[config.mk]
export PLATFORM = sky130hd
export DESIGN_NAME = fwsr_host
export DESIGN_NICKNAME = d
export VERILOG_FILES = /design/src/fwsr_pkg.sv /design/src/fwsr_cyc_if.sv /design/src/fwsr_cycle.sv /design/src/fwsr_regs.sv /design/src/fwsr_host.sv
export SDC_FILE = /design/constraint.sdc
export NUM_CORES = 1
export LEC_CHECK = 0
export ABC_AREA = 1
export BUFFER_PORTS_ARGS = -buffer_cell sky130_fd_sc_hd__buf_2
export CAP_MARGIN = 10
export CORE_MARGIN = 10
export CORE_UTILIZATION = 57
export DETAILED_ROUTE_END_ITERATION = 6
export PLACE_DENSITY = 0.91
export SYNTH_ARGS = -nofsm -noshare
export SYNTH_HDL_FRONTEND = slang
export SYNTH_HIERARCHICAL = 1
export SYNTH_SLANG_ARGS = --single-unit
[constraint.sdc]
create_clock -name i_clk -period 2.1 [get_ports i_clk]
set_clock_uncertainty 0.1 [all_clocks]
set_input_delay 0.63 -clock i_clk [delete_from_list [all_inputs] [get_ports i_clk]]
set_output_delay 0.63 -clock i_clk [all_outputs]
set_load 0.01 [all_outputs]
[src/fwsr_pkg.sv]
package fwsr_pkg;
	// ======================================================================
	// Register map of the controller (software side)
	// ======================================================================
	localparam logic [3:0] ADDR_CTRL   = 4'h0;
	localparam logic [3:0] ADDR_STATUS = 4'h1;
	localparam logic [3:0] ADDR_ADDR   = 4'h2;
	localparam logic [3:0] ADDR_DATA   = 4'h3;
	localparam logic [3:0] ADDR_RDDATA = 4'h4;

	// CTRL bit positions (write: one-cycle commands, except SINGLE, which is held as a setting)
	localparam int CTRL_START_POS   = 0;
	localparam int CTRL_RESET_POS   = 1;
	localparam int CTRL_ABANDON_POS = 2;
	localparam int CTRL_WINDOW_POS  = 3;
	localparam int CTRL_SINGLE_POS  = 4;

	// STATUS bit positions
	localparam int ST_BUSY_POS   = 0;
	localparam int ST_DONE_POS   = 1;
	localparam int ST_FAIL_POS   = 2;
	localparam int ST_WINDOW_POS = 3;
	localparam int ST_RDY_POS    = 4;
	localparam int ST_SECT_POS   = 5;

	// Flash data bit positions of the status bits
	localparam int POLL_POS   = 7;
	localparam int TOGGLE_POS = 6;
	localparam int FAIL_POS   = 5;
	localparam int WINDOW_POS = 3;
	localparam int SECT_POS   = 2;

	// Reset command written to the device
	localparam logic [15:0] CMD_RESET = 16'h00F0;

	// ======================================================================
	// Pin timing
	// ======================================================================
	localparam int CLK_PERIOD_NS = 20;
	localparam int RD_PULSE_NS   = 100;
	localparam int RD_GAP_NS     = 40;
	localparam int WR_PULSE_NS   = 60;
	localparam int RD_PULSE_CYC  =
		(RD_PULSE_NS + CLK_PERIOD_NS - 1) / CLK_PERIOD_NS;
	localparam int RD_GAP_CYC    =
		(RD_GAP_NS + CLK_PERIOD_NS - 1) / CLK_PERIOD_NS;
	localparam int WR_PULSE_CYC  =
		(WR_PULSE_NS + CLK_PERIOD_NS - 1) / CLK_PERIOD_NS;
	localparam logic [3:0] RST_STATUS = 4'h0;
endpackage : fwsr_pkg

[src/fwsr_cyc_if.sv]
interface fwsr_cyc_if;
	logic        rd_req;
	logic        wr_req;
	logic [20:0] addr;
	logic [15:0] wdata;
	logic        done;
	logic [15:0] rdata;

	modport ctl (output rd_req, output wr_req, output addr, output wdata,
		input done, input rdata);
	modport eng (input rd_req, input wr_req, input addr, input wdata,
		output done, output rdata);
endinterface : fwsr_cyc_if

[src/fwsr_cycle.sv]
module fwsr_cycle (
	input  wire logic   i_clk,
	input  wire logic   i_resetn,
	fwsr_cyc_if.eng     cyc,
	output logic        o_ce_n,
	output logic        o_oe_n,
	output logic        o_we_n,
	output logic [20:0] o_addr,
	output logic [15:0] o_dq_out,
	output logic        o_dq_oe,
	input  wire logic [15:0] i_dq
);
	// ======================================================================
	// Bus cycle engine: one read or write cycle per request
	// ======================================================================
	typedef enum logic [1:0] {IDLE, RD, WR, GAP} fwsr_cyc_type;
	fwsr_cyc_type st_r;
	logic [3:0]   cnt_r;
	logic [15:0]  rdata_r;
	logic         done_r;

	wire logic last = (cnt_r == 4'h0);

	assign cyc.done  = done_r;
	assign cyc.rdata = rdata_r;

	always_ff @(posedge i_clk or negedge i_resetn) begin
		if (!i_resetn) begin
			st_r <= IDLE;
			cnt_r <= 4'h0;
			rdata_r <= 16'h0000;
			done_r <= 1'b0;
			o_ce_n <= 1'b1;
			o_oe_n <= 1'b1;
			o_we_n <= 1'b1;
			o_addr <= 21'h000000;
			o_dq_out <= 16'h0000;
			o_dq_oe <= 1'b0;
		end else begin
			done_r <= 1'b0;
			unique case (st_r)
			// A request still standing beside done is the one just served
			IDLE: if (cyc.rd_req && !done_r) begin
				// Both strobes frame the read; the device counts it only while both are low
				st_r <= RD;
				cnt_r <= 4'(fwsr_pkg::RD_PULSE_CYC - 1);
				o_addr <= cyc.addr;
				o_ce_n <= 1'b0;
				o_oe_n <= 1'b0;
			end else if (cyc.wr_req && !done_r) begin
				st_r <= WR;
				cnt_r <= 4'(fwsr_pkg::WR_PULSE_CYC - 1);
				o_addr <= cyc.addr;
				o_dq_out <= cyc.wdata;
				o_dq_oe <= 1'b1;
				o_ce_n <= 1'b0;
				o_we_n <= 1'b0;
			end
			RD: if (last) begin
				rdata_r <= i_dq;
				o_ce_n <= 1'b1;
				o_oe_n <= 1'b1;
				st_r <= GAP;
				cnt_r <= 4'(fwsr_pkg::RD_GAP_CYC - 1);
			end else begin
				cnt_r <= cnt_r - 4'h1;
			end
			WR: if (last) begin
				o_ce_n <= 1'b1;
				o_we_n <= 1'b1;
				st_r <= GAP;
				cnt_r <= 4'(fwsr_pkg::RD_GAP_CYC - 1);
			end else begin
				cnt_r <= cnt_r - 4'h1;
			end
			GAP: if (last) begin
				// Strobe high long enough that the read or write cycle completes
				o_dq_oe <= 1'b0;
				done_r <= 1'b1;
				st_r <= IDLE;
			end else begin
				cnt_r <= cnt_r - 4'h1;
			end
			endcase
		end
	end
endmodule : fwsr_cycle

[src/fwsr_regs.sv]
module fwsr_regs (
	input  wire logic        i_clk,
	input  wire logic        i_resetn,
	input  wire logic [3:0]  i_addr,
	input  wire logic        i_rd,
	input  wire logic [31:0] i_status_word,
	input  wire logic [31:0] i_addr_word,
	input  wire logic [31:0] i_data_word,
	input  wire logic [31:0] i_rddata_word,
	output logic      [31:0] o_rdata
);
	// ======================================================================
	// Read mux; data stands in the cycle after the strobe only
	// ======================================================================
	function automatic logic [31:0] pick(input logic [3:0] a,
		input logic [31:0] s, input logic [31:0] ad,
		input logic [31:0] d, input logic [31:0] r);
		unique case (a)
		fwsr_pkg::ADDR_STATUS: pick = s;
		fwsr_pkg::ADDR_ADDR:   pick = ad;
		fwsr_pkg::ADDR_DATA:   pick = d;
		fwsr_pkg::ADDR_RDDATA: pick = r;
		default:               pick = 32'h00000000;
		endcase
	endfunction : pick

	wire logic [31:0] sel = pick(i_addr, i_status_word, i_addr_word,
		i_data_word, i_rddata_word);

	always_ff @(posedge i_clk or negedge i_resetn) begin
		if (!i_resetn) begin
			o_rdata <= 32'h00000000;
		end else begin
			o_rdata <= i_rd ? sel : 32'h00000000;
		end
	end
endmodule : fwsr_regs

[src/fwsr_host.sv]
// Design decisions made here: the address-and-strobe port and the address map.
module fwsr_host (
	input  wire logic        i_clk,
	input  wire logic        i_resetn,
	input  wire logic [3:0]  i_reg_addr,
	input  wire logic [31:0] i_reg_wdata,
	input  wire logic        i_reg_wr,
	input  wire logic        i_reg_rd,
	output logic      [31:0] o_reg_rdata,
	output logic             o_ce_n,
	output logic             o_oe_n,
	output logic             o_we_n,
	output logic      [20:0] o_addr,
	output logic      [15:0] o_dq_out,
	output logic             o_dq_oe,
	input  wire logic [15:0] i_dq,
	input  wire logic        i_ready_busy_in
);
	// ======================================================================
	// Polling state machine
	// ======================================================================
	typedef enum logic [2:0] {
		S_IDLE, S_RD1, S_RD2, S_RECHK, S_RESET, S_WIN
	} fwsr_st_type;

	fwsr_st_type st_r;
	logic [20:0] addr_r;
	logic [15:0] first_r;
	logic [15:0] last_r;
	logic        busy_r;
	logic        done_r;
	logic        fail_r;
	logic        window_r;
	logic        sect_r;
	logic        single_r;
	logic        rdy_r;
	logic        rdy_s_r;

	fwsr_cyc_if cyc ();

	fwsr_cycle u_cycle (
		.i_clk    (i_clk),
		.i_resetn (i_resetn),
		.cyc      (cyc),
		.o_ce_n   (o_ce_n),
		.o_oe_n   (o_oe_n),
		.o_we_n   (o_we_n),
		.o_addr   (o_addr),
		.o_dq_out (o_dq_out),
		.o_dq_oe  (o_dq_oe),
		.i_dq     (i_dq)
	);

	// ======================================================================
	// Software port decode
	// ======================================================================
	wire logic ctrl_wr  = i_reg_wr && (i_reg_addr == fwsr_pkg::ADDR_CTRL);
	wire logic addr_wr  = i_reg_wr && (i_reg_addr == fwsr_pkg::ADDR_ADDR);
	wire logic cmd_start   = ctrl_wr && i_reg_wdata[fwsr_pkg::CTRL_START_POS];
	wire logic cmd_reset   = ctrl_wr && i_reg_wdata[fwsr_pkg::CTRL_RESET_POS];
	wire logic cmd_abandon =
		ctrl_wr && i_reg_wdata[fwsr_pkg::CTRL_ABANDON_POS];
	wire logic cmd_window  =
		ctrl_wr && i_reg_wdata[fwsr_pkg::CTRL_WINDOW_POS];

	// ======================================================================
	// Toggle comparisons
	// ======================================================================
	wire logic cdone = cyc.done;
	wire logic [15:0] rd = cyc.rdata;
	// Status words differ in toggle bit: still running
	wire logic tog_moves = (rd[fwsr_pkg::TOGGLE_POS] !=
		last_r[fwsr_pkg::TOGGLE_POS]);
	wire logic sect_moves = (rd[fwsr_pkg::SECT_POS] !=
		last_r[fwsr_pkg::SECT_POS]);
	wire logic fail_seen = rd[fwsr_pkg::FAIL_POS];

	assign cyc.rd_req = (st_r == S_RD1) || (st_r == S_RD2) ||
		(st_r == S_RECHK) || (st_r == S_WIN);
	assign cyc.wr_req = (st_r == S_RESET);
	// Status reads use the operation's own address, busy bank included
	assign cyc.addr   = addr_r;
	assign cyc.wdata  = fwsr_pkg::CMD_RESET;

	// ======================================================================
	// Sequencer
	// ======================================================================
	always_ff @(posedge i_clk or negedge i_resetn) begin
		if (!i_resetn) begin
			st_r <= S_IDLE;
			addr_r <= 21'h000000;
			first_r <= 16'h0000;
			last_r <= 16'h0000;
			busy_r <= 1'b0;
			done_r <= 1'b0;
			fail_r <= 1'b0;
			window_r <= 1'b0;
			sect_r <= 1'b0;
			single_r <= 1'b0;
		end else begin
			if (addr_wr)
				addr_r <= i_reg_wdata[20:0];
			if (ctrl_wr)
				single_r <= i_reg_wdata[fwsr_pkg::CTRL_SINGLE_POS];
			unique case (st_r)
			S_IDLE: begin
				if (cmd_reset) begin
					// Software-initiated reset command write
					st_r <= S_RESET;
					busy_r <= 1'b1;
				end else if (cmd_start) begin
					// Always restart from the first double read
					st_r <= S_RD1;
					busy_r <= 1'b1;
					done_r <= 1'b0;
					fail_r <= 1'b0;
				end else if (cmd_window) begin
					st_r <= S_WIN;
					busy_r <= 1'b1;
				end
			end
			S_RD1: if (cdone) begin
				last_r <= rd;
				first_r <= rd;
				st_r <= S_RD2;
			end
			S_RD2: if (cdone) begin
				last_r <= rd;
				sect_r <= sect_moves;
				window_r <= rd[fwsr_pkg::WINDOW_POS];
				if (!tog_moves) begin
					// Toggle steady: operation over, array readable next
					st_r <= S_IDLE;
					busy_r <= 1'b0;
					done_r <= 1'b1;
				end else if (fail_seen) begin
					st_r <= S_RECHK;
				end else if (single_r) begin
					// Software chose to leave; it must restart later
					st_r <= S_IDLE;
					busy_r <= 1'b0;
				end else begin
					st_r <= S_RD2;
				end
			end
			S_RECHK: if (cdone) begin
				last_r <= rd;
				if (!tog_moves) begin
					// Toggle stopped just as the failure bit rose
					st_r <= S_IDLE;
					busy_r <= 1'b0;
					done_r <= 1'b1;
				end else begin
					st_r <= S_RESET;
					fail_r <= 1'b1;
				end
			end
			S_RESET: if (cdone) begin
				st_r <= S_IDLE;
				busy_r <= 1'b0;
			end
			S_WIN: if (cdone) begin
				window_r <= rd[fwsr_pkg::WINDOW_POS];
				last_r <= rd;
				st_r <= S_IDLE;
				busy_r <= 1'b0;
			end
			default: st_r <= S_IDLE;
			endcase
			if (cmd_abandon && st_r != S_RESET && st_r != S_IDLE) begin
				st_r <= S_IDLE;
				busy_r <= 1'b0;
			end
		end
	end

	// Ready pin is a plain level input, two-stage for clean sampling
	always_ff @(posedge i_clk or negedge i_resetn) begin
		if (!i_resetn) begin
			rdy_s_r <= 1'b1;
			rdy_r <= 1'b1;
		end else begin
			rdy_s_r <= i_ready_busy_in;
			rdy_r <= rdy_s_r;
		end
	end

	wire logic [31:0] status_word = {26'h0, sect_r, rdy_r, window_r,
		fail_r, done_r, busy_r};

	fwsr_regs u_regs (
		.i_clk         (i_clk),
		.i_resetn      (i_resetn),
		.i_addr        (i_reg_addr),
		.i_rd          (i_reg_rd),
		.i_status_word (status_word),
		.i_addr_word   ({11'h000, addr_r}),
		.i_data_word   ({16'h0000, first_r}),
		.i_rddata_word ({16'h0000, last_r}),
		.o_rdata       (o_reg_rdata)
	);
endmodule : fwsr_host

Yosys cells after proc, flatten, opt, wreduce, memory -nomap -nowiden. Cells that the tools add are included.

Mux-type cells: 61. Reductions and logical operators: 49. Add/sub/neg operators: 1. Bitwise logic cells: 1. Equal/unequal tests: 38.

Operators with widths (count): case mux 21 bit (4 select lines) (1); 2-to-1 mux 21 bit (3); 2-to-1 mux 1 bit (27); 2-to-1 mux 3 bit (9); 2-to-1 mux 4 bit (4); inequality test 2 x 1 -> 1 bit (second input constant) (8); inequality test 3 x 1 -> 1 bit (second input constant) (5); case mux 3 bit (5 select lines) (1); AND reduction 5 bit (3); 2-to-1 mux 2 bit (7); AND reduction 2 bit (7); nonzero test 2 bit (7); inequality test 2 bit (second input constant) (6); case mux 1 bit (2 select lines) (6); case mux 4 bit (3 select lines) (1); AND reduction 3 bit (4); logical AND 1 bit (10); equality test 4 x 2 -> 1 bit (second input constant) (2); logical NOT 4 bit (2); AND reduction 4 bit (2); AND reduction 8 bit (1); OR reduction 2 bit (4); equality test 3 x 2 -> 1 bit (second input constant) (2); equality test 3 bit (second input constant) (2); other kinds (22) (26).

Word-level logic and storage cells: 173. Output and inout bits: 73. Register bits: 145. Input bits: 57.

Logic depth before layout (Yosys ltp).
Depth after elaboration: 8. Mapped depth: 11. Mapped depth without buffers: 10.

By module. The synthesis kept the hierarchy.

By module, submodules not included: fwsr_host (times used 1, sequential area each 1604.0 sq um, cells an instance 300, area each 2847.7 sq um); fwsr_cycle (times used 1, sequential area each 1605.3 sq um, cells an instance 329, area each 2765.2 sq um); fwsr_regs (times used 1, sequential area each 800.8 sq um, cells an instance 327, area each 2148.3 sq um).

Worst setup path after synthesis. Ideal clock, no wire load.

Kind: input to register. Start: input port i_reg_addr[3]. End: register st_r[2] (netlist name). Library setup time: 0.117 ns. Path buffers: 0. Required time: 1.883 ns. Setup slack: 0.434 ns. Cell stages on the path: 8. Arrival time: 1.449 ns. Cell sequence: nor2_4 > nand2_1 > nor2_4 > nand3_4 > nand2_1 > nand4_1 > nand2_1 > nand2_1.

RTL lines: start, declared (RTL line fwsr_host.sv:5) `input wire logic [3:0] i_reg_addr,`.

==> metrics.txt <==
GP Congestion 0.885; Max-Cap Viols 0; IO Port Bufs 118; clock share of power 0.269; CP Launch Type flop; RSZ-0062 raised after global routing no; post-DP HPWL 14000 um; TNS Setup 0 ps; CP max FO 21; Setup Crit Path Kind flop to flop; Slew headroom 0.628; CTS tree built; fin area 9530 sq um; synth warn 6; Most Frequent Cell on Critical Path nand2_1; library cells used by synthesis 34; worst hold path class primary input to flop; DRT antenna net count 0; clk sink count 160; number of synthesized register bits 160; setup repair bufs after CTS 0; worst-skew pair later-pin latency 440 ps; Compound-Gate Fraction of Synth Area 0.0406; hold slack 191 ps; VDD IR max 0.751 mV; Worst Path Required 2370 ps; initial core utilization 0.584; Post-Synthesis Mean Instance Area 8.12 sq um; post-synthesis adder-cell area fraction 0.0161; pwr dens 1310 nW/um^2; CTS root buffer clkbuf_16; largest net degree at the start of global routing 61; Synth Area in Simple Gates 0.335; htree depth 4; layout cells sized above 1 0.201; Finished Layout Cells 1344; worst slew pin tran 556 ps; Ports 130; mux share of post-synthesis cell area 0.0247; xor and xnor area share after synthesis 0.00113; die area 18700 sq um; net load switching power 4.71 mW; Tot Pwr 12.5 mW; antenna violations before repair 0; Core Area 13300 sq um; sw frac 0.377; Gate power share 0.337; final wirelength 20700 um; Cells after Synth 956; worst setup slack after placement 108 ps; Global Route Usage Sum 0.224; synthesis-to-finish area growth 22.7%; Die Wd 137 um; min cycle time layout 1960 ps; Slew Viols, Final 0; slowest stage delay, CP 470 ps; CP max-delay cell dfrtp_1; Initial DRC Count 739; placement-stage cell area 8860 sq um; period utilisation layout 0.933; clock-pin transition on the worst setup and hold timing paths 60 ps; hold violation total from the final report 0; GRT overflow 0; Longest Clk Path Bufs 2; Die Height 137 um; Max Freq 510 MHz; number of setup violations in the final report 0; drt pass-1 iters 5; Leak 5.33 nW; CTS buffer count 17; Cell Area, Synth 7760 sq um; CP endpoint kind flop; routed length per placed instance 15.4 um; P_int 7.79 mW; Util after Layout 0.716; DP Cell Count 1310; CP cell instances inv_2, nand2_2, nor2_2, inv_1, nor2_2, nand2_1, nand2_1, buf_4, nand2_1, nand2_1; register area share after synthesis 0.517; drt via density 5.23; largest family of logic cells by synthesized area simple AND/OR/NAND/NOR gates; Final nets 1221; DRC Markers 0; outcome complete, no violations; via count 7029; WP data arrival 2230 ps; Rows 42; first-pass GRT wire length 33600 um; number of global-route vias before repair 6925; Seq pwr share 0.394; final worst slack 141 ps
kinds of logic after synthesis:
family,count (synthesis)
AOI/OAI and AO/OA,61
xor gates and xnor gates,1
adders and majority gates,10
buffers and inverters,109
DFF,160
muxes,17
other,2
and+or+nand+nor,596
cell usage after synthesis, drive strengths merged:
cell | n | area (sq um)
nor3 | 2 | 15.0
a31oi | 1 | 6.26
o21a | 1 | 7.51
dfstp | 5 | 131
dfrtp | 155 | 3880
a21oi | 5 | 25.0
nand3 | 174 | 893
nand2 | 313 | 1210
nor2 | 104 | 463
xor2 | 1 | 8.76
buf | 40 | 241
o21ai | 53 | 269
nand4 | 2 | 12.5
and3 | 1 | 6.26
ha | 10 | 125
a21boi | 1 | 7.51
clkbuf | 7 | 26.3
conb | 2 | 7.51
mux2 | 17 | 191
inv | 62 | 238
path summary, 6_finish.rpt:
path / from / end / slack (ps) / cells past startpoint
max: st_r[1] / u_cycle/o_addr[5] / 140 / 10
min: i_ready_busy_in / rdy_s_r / 190 / 1
max reg2reg: st_r[1] / u_cycle/o_addr[5] / 140 / 10
min reg2reg: rdy_s_r / rdy_r / 270 / 0
max in group asynchronous: i_resetn / u_cycle/o_we_n / 740 / 3
min in group asynchronous: i_resetn / u_regs/o_rdata[5] / 550 / 2
critical path, delay by kind of cell (launching register included):
family / cells / cell delay, ps
DFF: 1 / 470
buffers and inverters: 3 / 470
and+or+nand+nor: 7 / 850
final cells by class:
| cell class | count | area [sq um] |
|---|---|---|
| sequential | 160 | 4010 |
| fill | 922 | 3770 |
| multi-input combinational | 770 | 3560 |
| timing repair buffer | 143 | 850 |
| clock buffer | 20 | 467 |
| inverter | 62 | 238 |
| tap | 176 | 220 |
| clock inverter | 12 | 179 |
| antenna | 1 | 2.50 |
layout by cell type, fill, tap and decap left out, drive strengths merged, types with 10 or more instances in the layout:
master | synthesis | layout
dfrtp | 155 | 155
ha | 10 | 10
nand2 | 313 | 313
nand3 | 174 | 174
o21ai | 53 | 53
conb | 2 | 85
nor2 | 104 | 104
clkbuf | 7 | 20
mux2 | 17 | 17
inv | 62 | 64
buf | 40 | 142
power groups by stage:
| stage | clock network [mW] | logic, mW | registers (mW) |
|---|---|---|---|
| after floorplan | 0 | 2.48 | 4.92 |
| after global placement | 0 | 3.89 | 4.85 |
| after detailed placement | 0 | 4.08 | 4.94 |
| after CTS | 3.38 | 4.17 | 4.91 |
| after global routing | 3.50 | 4.70 | 5.06 |
| final | 3.36 | 4.21 | 4.93 |
layer usage:
metal / vias to the layer above / part of all wire / global-route usage
met5: - / 0 / 0
met1: 3291 / 0.39 / 0.266
li1: 3372 / - / -
met2: 315 / 0.50 / 0.380
met3: 51 / 0.075 / 0.0499
met4: 0 / 0.029 / 0.0982
flip-flops by register name (all words and copies together), names as in the netlist, 2 cells and up:
register	count
addr_r	21
first_r	16
last_r	16
st_r	3
u_cycle/cnt_r	4
u_cycle/cyc.rdata	16
u_cycle/o_addr	21
u_cycle/o_dq_out	16
u_cycle/st_r	2
u_regs/o_rdata	32
repair_timing:
item / 4_1_cts / 5_1_grt
hold endpoints to repair: 26 / 0
hold buffers: 1 / 0
resized for setup: 0 / 1
endpoints found under the setup margin: 0 / 9
Note: power is estimated with default switching activity, not from simulation.
